$ cat src/sdram_defines.svh
// Constants for the SDRAM area port
`ifndef SDRAM_AREA_PORT_DEFINES_SVH
`define SDRAM_AREA_PORT_DEFINES_SVH

`define ADDR_W        29
`define AREA2_BASE    29'h0800_0000
`define AREA2_LAST    29'h0BFF_FFFF
`define AREA3_BASE    29'h0C00_0000
`define AREA3_LAST    29'h0FFF_FFFF
`define AREA7_BASE    29'h1C00_0000
`define AREA7_LAST    29'h1FFF_FFFF

`define WIDTH_CODE16  2'h0
`define WIDTH_CODE32  2'h1
`define WIDTH_CODE64  2'h2
`define WIDTH_CODERSV 2'h3

`define CMD_NOP       3'h7
`define CMD_ACT       3'h3
`define CMD_READ      3'h5
`define CMD_WRITE     3'h4

`define CLK_DIV       4
`define TRCD_CK       1
`define CAS_LAT       2
`define COL_BITS      9
`define ROW_BITS      13
`define AUTO_PRE_BIT  10
`define SDRAM_ADDR_W  16
`define LANES_16      8'h03
`define LANES_32      8'h0F
`define LANES_64      8'hFF

`endif

$ cat src/sdram_pkg.sv
// Types shared by the SDRAM area port
package sdram_pkg;
  `include "sdram_defines.svh"

  typedef enum logic [1:0] {
    W16 = `WIDTH_CODE16,
    W32 = `WIDTH_CODE32,
    W64 = `WIDTH_CODE64,
    WRS = `WIDTH_CODERSV
  } width_e;

  typedef struct packed {
    logic [`ADDR_W-1:0] addr;
    logic               write;
    logic [63:0]        wdata;
    logic [7:0]         be;
  } req_s;

  typedef struct packed {
    logic       cs2_n;
    logic       cs3_n;
    logic [2:0] rcw;
  } cmd_s;
endpackage : sdram_pkg

$ cat src/sdram_area_port.sv
// SDRAM area port: decode, command sequencing, lanes and pins
// Notes on behaviour
// - Area-two select goes low for addresses 0800_0000 to 0BFF_FFFF.
// - Area-three select goes low for addresses 0C00_0000 to 0FFF_FFFF.
// - Areas 0, 1, 4, 5, 6 are ignored and cause no SDRAM pin activity.
// - Bus width 16, 32 or 64 per control field; only those lanes used.
// - For 64-bit width the lane pin is low at reset, routing upper lanes.
// - Endian pin sampled at reset: 0 big endian, 1 little endian.
// - Eight byte masks, mask 7 for bits 63..56 down to mask 0.
// - Write-enable line low for write commands, high for reads.
// - Row and column strobes qualify multiplexed row and column address.
// - Clock enable high in normal use, low for power-down.
// - Free-running SDRAM clock; all pins timed against it.
// - Data bus driven only in write data phase, released otherwise.
`timescale 1ns/1ps
`include "sdram_defines.svh"
module sdram_area_port
  import sdram_pkg::*;
#(
  parameter int DIV      = `CLK_DIV,
  parameter int TRCD     = `TRCD_CK,
  parameter int CAS_LAT  = `CAS_LAT,
  parameter int COL_BITS = `COL_BITS,
  parameter int ROW_BITS = `ROW_BITS
) (
  input  wire logic                     SYS_CLK,
  input  wire logic                     RESET,
  input  wire logic                     REQ_VALID,
  input  wire req_s                     REQ,
  output logic                          REQ_READY,
  output logic                          REQ_IGNORED,
  output logic                          RD_VALID,
  output logic [63:0]                   RD_DATA,
  output logic                          WR_DONE,
  input  wire width_e                   BUS_WIDTH_FIELD_A,
  input  wire width_e                   BUS_WIDTH_FIELD_B,
  input  wire logic                     LOW_POWER,
  input  wire logic                     ENDIAN_MODE_PIN,
  input  wire logic                     LANE_SELECT_PIN,
  output logic                          LITTLE_ENDIAN,
  output logic                          UPPER_LANES_SDRAM,
  output logic                          WIDTH_CONFLICT,
  output logic [`SDRAM_ADDR_W-1:0]      SDRAM_ADDR_OUT,
  output logic [63:0]                   SDRAM_DATA_IO_OUT,
  output logic                          SDRAM_DATA_IO_OE,
  input  wire logic [63:0]              SDRAM_DATA_IO_IN,
  output logic                          AREA2_SELECT_N,
  output logic                          AREA3_SELECT_N,
  output logic                          ROW_STROBE_N,
  output logic                          COL_STROBE_N,
  output logic                          SDRAM_WRITE_EN_N,
  output logic [7:0]                    BYTE_MASK,
  output logic                          SDRAM_CLK_EN,
  output logic                          SDRAM_CLK_OUT
);
  typedef enum logic [2:0] {
    ST_IDLE = 3'b000,
    ST_RCD  = 3'b001,
    ST_CAS  = 3'b010,
    ST_WREL = 3'b011,
    ST_DONE = 3'b100
  } state_e;

  state_e       state_reg;
  req_s         cur_reg;
  width_e       width_reg;
  cmd_s         cmd_reg;
  logic [3:0]   cnt_reg;
  logic         busy_reg;
  logic         area3_reg;
  logic         little_reg;
  logic         lane_reg;
  logic         cke_reg;
  logic         rise_en;
  logic         fall_en;
  logic [1:0]   mode_sync;
  logic [63:0]  dq_sync;
  logic         in_a2;
  logic         in_a3;
  logic         take;
  logic         issue_act;
  logic         issue_col;
  logic         capture;
  logic [7:0]   lanes;
  logic [`ADDR_W-1:0] word;

  function automatic logic [7:0] lanes_of(input width_e w);
    unique case (w)
      W32:     lanes_of = `LANES_32;
      W64:     lanes_of = `LANES_64;
      default: lanes_of = `LANES_16;
    endcase
  endfunction : lanes_of

  // Big endian mirrors the bytes inside the active width only
  function automatic logic [63:0] order_bytes(input logic [63:0] d, input width_e w,
                                              input logic big);
    int n;
    n = (w == W64) ? 8 : (w == W32) ? 4 : 2;
    order_bytes = d;
    for (int k = 0; k < 8; k++) begin
      if (big && k < n) begin
        order_bytes[8*k +: 8] = d[8*(n-1-k) +: 8];
      end
    end
  endfunction : order_bytes

  function automatic logic [7:0] order_bits(input logic [7:0] b, input width_e w,
                                            input logic big);
    logic [63:0] wide;
    logic [63:0] sorted;
    wide = '0;
    for (int k = 0; k < 8; k++) begin
      wide[8*k] = b[k];
    end
    sorted = order_bytes(wide, w, big);
    for (int k = 0; k < 8; k++) begin
      order_bits[k] = sorted[8*k];
    end
  endfunction : order_bits

  sdram_clk_div #(.DIV(DIV)) clk_div_i (
    .clk     (SYS_CLK),
    .rst     (RESET),
    .clk_out (SDRAM_CLK_OUT),
    .rise_en (rise_en),
    .fall_en (fall_en)
  );

  sdram_sync2 #(.W(2)) mode_sync_i (
    .clk (SYS_CLK),
    .d   ({LANE_SELECT_PIN, ENDIAN_MODE_PIN}),
    .q   (mode_sync)
  );

  // Read data arrives on the SDRAM clock, so it is resynchronised here
  sdram_sync2 #(.W(64)) dq_sync_i (
    .clk (SYS_CLK),
    .d   (SDRAM_DATA_IO_IN),
    .q   (dq_sync)
  );

  assign in_a2 = (REQ.addr >= `AREA2_BASE) && (REQ.addr <= `AREA2_LAST);
  assign in_a3 = (REQ.addr >= `AREA3_BASE) && (REQ.addr <= `AREA3_LAST);
  assign take  = REQ_VALID && REQ_READY;
  assign lanes = lanes_of(width_reg);
  assign word  = cur_reg.addr >> ((width_reg == W64) ? 3 : (width_reg == W32) ? 2 : 1);

  always_comb begin
    issue_act = fall_en && (state_reg == ST_IDLE) && busy_reg && cke_reg;
    issue_col = fall_en && (state_reg == ST_RCD) && (cnt_reg == 4'h0);
    capture   = fall_en && (state_reg == ST_CAS) && (cnt_reg == 4'h0);
  end

  // Mode pins are followed while reset is held and frozen on release
  always_ff @(posedge SYS_CLK) begin
    if (RESET) begin
      little_reg <= mode_sync[0];
      lane_reg   <= mode_sync[1];
      UPPER_LANES_SDRAM <= ~mode_sync[1];
    end
  end

  assign LITTLE_ENDIAN     = little_reg;

  // Request acceptance and area decode
  always_ff @(posedge SYS_CLK) begin
    if (RESET) begin
      REQ_READY      <= 1'b0;
      REQ_IGNORED    <= 1'b0;
      busy_reg       <= 1'b0;
      area3_reg      <= 1'b0;
      width_reg      <= W16;
      cur_reg        <= '0;
      WIDTH_CONFLICT <= 1'b0;
    end else begin
      REQ_IGNORED <= 1'b0;
      if (take && (in_a2 || in_a3)) begin
        REQ_READY      <= 1'b0;
        busy_reg       <= 1'b1;
        cur_reg        <= REQ;
        area3_reg      <= in_a3;
        width_reg      <= in_a3 ? BUS_WIDTH_FIELD_B : BUS_WIDTH_FIELD_A;
        WIDTH_CONFLICT <= ((in_a3 ? BUS_WIDTH_FIELD_B : BUS_WIDTH_FIELD_A) == W64)
                          && lane_reg;
      end else if (take) begin
        REQ_IGNORED <= 1'b1;
      end else if (state_reg == ST_DONE) begin
        busy_reg  <= 1'b0;
        REQ_READY <= 1'b1;
      end else if (!busy_reg) begin
        REQ_READY <= 1'b1;
      end
    end
  end

  // Access sequence, advanced on SDRAM clock falls; DONE returns to idle on the next system clock
  always_ff @(posedge SYS_CLK) begin
    if (RESET) begin
      state_reg <= ST_IDLE;
      cnt_reg   <= 4'h0;
    end else begin
      unique case (state_reg)
        ST_IDLE: if (issue_act) begin
          state_reg <= ST_RCD;
          cnt_reg   <= 4'(TRCD - 1);
        end
        ST_RCD: if (issue_col) begin
          state_reg <= cur_reg.write ? ST_WREL : ST_CAS;
          cnt_reg   <= 4'(CAS_LAT);
        end else if (fall_en) begin
          cnt_reg <= cnt_reg - 4'h1;
        end
        ST_CAS: if (capture) begin
          state_reg <= ST_DONE;
        end else if (fall_en) begin
          cnt_reg <= cnt_reg - 4'h1;
        end
        ST_WREL: if (fall_en) begin
          state_reg <= ST_DONE;
        end
        ST_DONE: state_reg <= ST_IDLE;
        default: state_reg <= ST_IDLE;
      endcase
    end
  end

  // Command pins change one system clock after the SDRAM clock falls, before the rise that samples them
  always_ff @(posedge SYS_CLK) begin
    if (RESET) begin
      cmd_reg        <= '{cs2_n: 1'b1, cs3_n: 1'b1, rcw: `CMD_NOP};
      SDRAM_ADDR_OUT <= '0;
      BYTE_MASK      <= 8'hFF;
    end else if (fall_en) begin
      cmd_reg   <= '{cs2_n: 1'b1, cs3_n: 1'b1, rcw: `CMD_NOP};
      BYTE_MASK <= 8'hFF;
      if (issue_act) begin
        cmd_reg        <= '{cs2_n: area3_reg, cs3_n: ~area3_reg, rcw: `CMD_ACT};
        SDRAM_ADDR_OUT <= `SDRAM_ADDR_W'(word[COL_BITS +: ROW_BITS]);
      end else if (issue_col) begin
        cmd_reg <= '{cs2_n: area3_reg, cs3_n: ~area3_reg,
                     rcw: cur_reg.write ? `CMD_WRITE : `CMD_READ};
        // Auto-precharge keeps one bank row open per access only
        SDRAM_ADDR_OUT <= `SDRAM_ADDR_W'(word[COL_BITS-1:0])
                          | (`SDRAM_ADDR_W'(1) << `AUTO_PRE_BIT);
        BYTE_MASK <= cur_reg.write
                     ? ~(order_bits(cur_reg.be, width_reg, ~little_reg) & lanes)
                     : ~lanes;
      end
    end
  end

  assign AREA2_SELECT_N   = cmd_reg.cs2_n;
  assign AREA3_SELECT_N   = cmd_reg.cs3_n;
  assign ROW_STROBE_N     = cmd_reg.rcw[2];
  assign COL_STROBE_N     = cmd_reg.rcw[1];
  assign SDRAM_WRITE_EN_N = cmd_reg.rcw[0];

  // Data bus drive and read capture
  always_ff @(posedge SYS_CLK) begin
    if (RESET) begin
      SDRAM_DATA_IO_OE  <= 1'b0;
      SDRAM_DATA_IO_OUT <= '0;
      RD_VALID          <= 1'b0;
      RD_DATA           <= '0;
      WR_DONE           <= 1'b0;
    end else begin
      RD_VALID <= capture;
      WR_DONE  <= fall_en && (state_reg == ST_WREL);
      if (issue_col && cur_reg.write) begin
        SDRAM_DATA_IO_OE  <= 1'b1;
        SDRAM_DATA_IO_OUT <= order_bytes(cur_reg.wdata, width_reg, ~little_reg);
      end else if (fall_en) begin
        SDRAM_DATA_IO_OE <= 1'b0;
      end
      if (capture) begin
        RD_DATA <= order_bytes(dq_sync & {{8{lanes[7]}}, {8{lanes[6]}}, {8{lanes[5]}},
                   {8{lanes[4]}}, {8{lanes[3]}}, {8{lanes[2]}}, {8{lanes[1]}},
                   {8{lanes[0]}}}, width_reg, ~little_reg);
      end
    end
  end

  // Power-down only from idle, so no command meets a low clock enable
  always_ff @(posedge SYS_CLK) begin
    if (RESET) begin
      cke_reg <= 1'b1;
    end else if (fall_en) begin
      cke_reg <= ~(LOW_POWER && (state_reg == ST_IDLE) && !busy_reg);
    end
  end

  assign SDRAM_CLK_EN = cke_reg;
endmodule : sdram_area_port

$ cat src/sdram_sync2.sv
// Two-flop synchroniser for inputs from outside the clock domain
`timescale 1ns/1ps
module sdram_sync2 #(
  parameter int W = 1
) (
  input  wire logic         clk,
  input  wire logic [W-1:0] d,
  output logic      [W-1:0] q
);
  logic [W-1:0] meta_reg;

  // No reset: mode capture reads this path while reset is held
  always_ff @(posedge clk) begin
    meta_reg <= d;
    q        <= meta_reg;
  end
endmodule : sdram_sync2

$ cat src/sdram_clk_div.sv
// Divider making the SDRAM clock and its edge enables
`timescale 1ns/1ps
module sdram_clk_div #(
  parameter int DIV = 4
) (
  input  wire logic clk,
  input  wire logic rst,
  output logic      clk_out,
  output logic      rise_en,
  output logic      fall_en
);
  localparam int HALF = DIV / 2;
  logic [7:0] cnt_reg;

  always_ff @(posedge clk) begin
    if (rst) begin
      cnt_reg <= 8'h00;
      clk_out <= 1'b0;
      rise_en <= 1'b0;
      fall_en <= 1'b0;
    end else begin
      rise_en <= 1'b0;
      fall_en <= 1'b0;
      if (cnt_reg == 8'(DIV - 1)) begin
        cnt_reg <= 8'h00;
        clk_out <= 1'b1;
        rise_en <= 1'b1;
      end else begin
        cnt_reg <= cnt_reg + 8'h01;
        if (cnt_reg == 8'(HALF - 1)) begin
          clk_out <= 1'b0;
          fall_en <= 1'b1;
        end
      end
    end
  end
endmodule : sdram_clk_div

$ cat config.mk
export PLATFORM = sky130hd
export DESIGN_NAME = sdram_area_port
export DESIGN_NICKNAME = d
export VERILOG_FILES = /design/src/sdram_pkg.sv /design/src/sdram_area_port.sv /design/src/sdram_sync2.sv /design/src/sdram_clk_div.sv
export VERILOG_INCLUDE_DIRS = /design/src
export SDC_FILE = /design/constraint.sdc
export NUM_CORES = 1
export LEC_CHECK = 0
export ABC_AREA = 1
export BUFFER_PORTS_ARGS = -buffer_cell sky130_fd_sc_hd__buf_2
export CAP_MARGIN = 10
export CORE_UTILIZATION = 54
export CTS_CLUSTER_DIAMETER = 200
export DETAILED_ROUTE_END_ITERATION = 8
export GPL_ROUTABILITY_DRIVEN = 0
export GPL_TIMING_DRIVEN = 0
export PLACE_DENSITY = 0.79
export SLEW_MARGIN = 20
export SYNTH_ARGS = -nofsm -noshare
export SYNTH_HDL_FRONTEND = slang
export SYNTH_SLANG_ARGS = --single-unit
export TNS_END_PERCENT = 1
$ cat constraint.sdc
create_clock -name SYS_CLK -period 2.3 [get_ports SYS_CLK]
set_clock_uncertainty 0.1 [all_clocks]
set_input_delay 0.23 -clock SYS_CLK [delete_from_list [all_inputs] [get_ports SYS_CLK]]
set_output_delay 0.23 -clock SYS_CLK [all_outputs]
set_load 0.05 [all_outputs]
==> flow_summary.json <==
{
  "status": "complete, but fails checks",
  "violations": "design-rule violations",
  "clkSinkCount": 415,
  "largest_reg_flops": 98,
  "synthTopCellsByCount": "dfxtp_1, o21ai_0, nand2_1",
  "worstRegToRegCells": 10,
  "insertion_delay_ns": 0.54,
  "worst_slack_ns": 0.0372,
  "synthTopCellsByArea": "dfxtp_1, o21ai_0, a21oi_1",
  "overflow": 0,
  "stdcell_count": 3037,
  "tightest_slew_ns": 0.716,
  "detail-route-antenna-nets": 0,
  "required_ns": 2.63,
  "cpMostUsedCell": "nor2_1",
  "p_clk_frac": 0.426,
  "worstPathArrival_ns": 2.59,
  "grt_use_total": 0.407,
  "fin_crit_ns": 2.26,
  "cts_tree": "yes",
  "core_area_um2": 29000,
  "syn_inst": 2071,
  "dp_hpwl_mm": 43.1,
  "wirelength_met1_mm": 21.6,
  "crit_buf_inv": 3,
  "firstDrtPassIters": 9,
  "pwr_density_cell_nw_per_um2": 763,
  "synth_edf_count": 3,
  "clk_pin_slew_ns": 0.07,
  "timing.fmax_mhz": 442,
  "path_cells": "inv_1 > ha_1 > nand2_1 > nor2_1 > nand2_2 > inv_2 > buf_2 > o21ai_0 > nor2_1 > nor2_1",
  "synth-seq-cells": 415,
  "grt_pass1_wl_mm": 95.0,
  "yosysUniqueCellTypes": 38,
  "antenna_found_initial": 1,
  "intPower_w": 0.0121,
  "post_cts_buffers": 0,
  "setup_viol": 0,
  "switching_share": 0.254,
  "synth_top_area_frac": 0.514,
  "avgRoutedWirePerCell_um": 20.8,
  "cts_root_buf": "clkbuf_16",
  "synth.most_common_cell": "dfxtp_1",
  "cts_htree_levels": 2,
  "ir_drop_uv": 810,
  "avgSynthCellArea_um2": 7.75,
  "die_h_um": 174,
  "hold_path.class": "in -> reg",
  "remaining_drc_errors": 1,
  "start_util": 0.554,
  "hp-start": "BUS_WIDTH_FIELD_A[1]",
  "cp-end-kind": "flip-flop",
  "crit_path_max_incr_delay_ns": 0.31,
  "worstSetupPathType": "reg -> reg",
  "slew_viol_final": 0,
  "routed_via_density": 5.91,
  "layout.nets": 2805,
  "ys_warn_count": 36,
  "synthesis.area_um2": 16100,
  "power.switching_w": 0.00414,
  "max_cap_viol_count": 0,
  "hold_viol": 0,
  "p_leak_nw": 9.22,
  "yosysSeqAreaShare": 0.519,
  "num_rows": 62,
  "dieWidth_um": 174,
  "post-place-ws_ns": -0.121,
  "io_pins": 343,
  "grt_max_degree": 16,
  "relSlewSlack": 0.523,
  "die-area_um2": 30400,
  "area_growth_pct": 32.8,
  "rsz0062_at_grt": "true",
  "wl_met3_mm": 7.99,
  "reg2reg_setup_slack_ns": 0.04,
  "worstPathMaxFanout": 10,
  "p_seq_frac": 0.470,
  "p_comb_frac": 0.103,
  "period_share": 0.984,
  "portBuffers": 338,
  "ys_async_sr_fraction": 0,
  "synth_area_leader_cell": "dfxtp_1",
  "synth_top_flop_cell": "dfxtp_1",
  "diodes": 0,
  "fin_tns_setup_ns": 0,
  "r2r-start": "cnt_reg[0]",
  "fin_area_um2": 21300,
  "final_util": 0.735,
  "route.met2.wl_mm": 29.1,
  "dp.cells": 2795,
  "layout-drive-gt1-share": 0.193,
  "cts_buffers": 41,
  "grt_pass1_vias": 17200,
  "wirelength_mm": 63.2,
  "vias": 17900,
  "clk_path_buf_depth": 3,
  "cp_slowest_cell": "dfxtp_1",
  "post_dp_cell_area_um2": 18200,
  "rr_endpoint": "SDRAM_DATA_IO_OUT[11]",
  "critical_path.top_delay_family": "simple AND/OR/NAND/NOR gates",
  "startpoint_type": "flip-flop",
  "drt_iter0_drc": 2515,
  "top_layer": "met5",
  "min_path_cells": 5,
  "worst_hold_path.endpoint": "width_reg[1]"
}
[how the worst max path moves through the flow]
stage / slack [ns] / start / end / depth (start not counted)
finish: 0.04 / cnt_reg[0] / SDRAM_DATA_IO_OUT[11] / 10
floorplan: 0.51 / width_reg[0] / RD_DATA[28] / 8
detailed placement: -0.12 / width_reg[0] / SDRAM_ADDR_OUT[9] / 9
global route: -0.04 / width_reg[0] / SDRAM_DATA_IO_OUT[18] / 8
global placement: -0.09 / width_reg[0] / SDRAM_ADDR_OUT[10] / 9
CTS: 0.03 / RESET / SDRAM_DATA_IO_OUT[33] / 8
[area by class of cell]
cell class | count | area [µm²]
sequential | 415 | 8340
inverter | 132 | 498
fill | 2200 | 7680
tap | 384 | 480
clock buffer | 56 | 1140
timing repair buffer | 507 | 3380
multi-input combinational | 1364 | 6460
buffer | 162 | 800
clock inverter | 17 | 231
[power groups by stage]
stage                     logic, W  clock network [W]  registers (W)
after floorplan           0.000758                  0        0.00784
final                      0.00168            0.00694        0.00765
after global placement     0.00133                  0        0.00779
after detailed placement   0.00136                  0        0.00779
after global routing       0.00180            0.00723        0.00766
after CTS                  0.00159            0.00689        0.00764
[worst reg2reg max path: cells and delay by family, from the launching register on]
kind | cells | cell delay [ns]
buf+inv | 3 | 0.68
fa+ha+maj | 1 | 0.18
simple gates | 5 | 0.77
flops | 1 | 0.31
compound gates | 1 | 0.12
[routing by layer]
metal / track usage / vias up
met4: 0.248 / 2
met5: 0 / -
li1: - / 8041
met1: 0.469 / 8136
met3: 0.105 / 361
met2: 0.677 / 1407
[metrics by stage]
step	power (W)	hold WS, ns
2_1_floorplan	0.00859	0.158
3_3_place_gp	0.00912	0.210
3_5_place_dp	0.00916	0.212
4_1_cts	0.0161	0.000254
5_1_grt	0.0167	0.0150
6_report	0.0163	0.0302
[layout by cell type (no fill, tap or decap), types with 6 or more instances in the layout]
cell type and n:
buf_6 6, nor2_1 217, inv_2 7, clkbuf_16 41
clkbuf_1 81, dlygate4sd3_1 169, clkbuf_2 10, o211ai_1 22
a31oi_1 48, ha_1 6, nand3_1 85, inv_1 123
buf_2 397, o21ai_0 342, nand4_1 7, dfxtp_1 412
a21oi_1 236, nand2_1 289, clkbuf_8 6, o21ai_1 69
[what timing repair did]
action	in CTS	in global routing
hold buffers	169	0
endpoints found under the setup margin	12	52
hold endpoints to repair	169	0
resized for setup	3	18
[kinds of logic (layout without fill, tap and decap cells)]
group | count (synthesis) | in the layout | share of synthesized area
AOI/OAI and AO/OA | 728 | 728 | 0.236
adders and majority gates | 6 | 6 | 0.00467
DFF | 415 | 415 | 0.519
xor gates and xnor gates | 4 | 4 | 0.00218
and+or+nand+nor | 623 | 623 | 0.158
other | 1 | 3 | 0.000234
buffers and inverters | 294 | 874 | 0.0797
No activity file was read; power rests on OpenSTA's default activity.
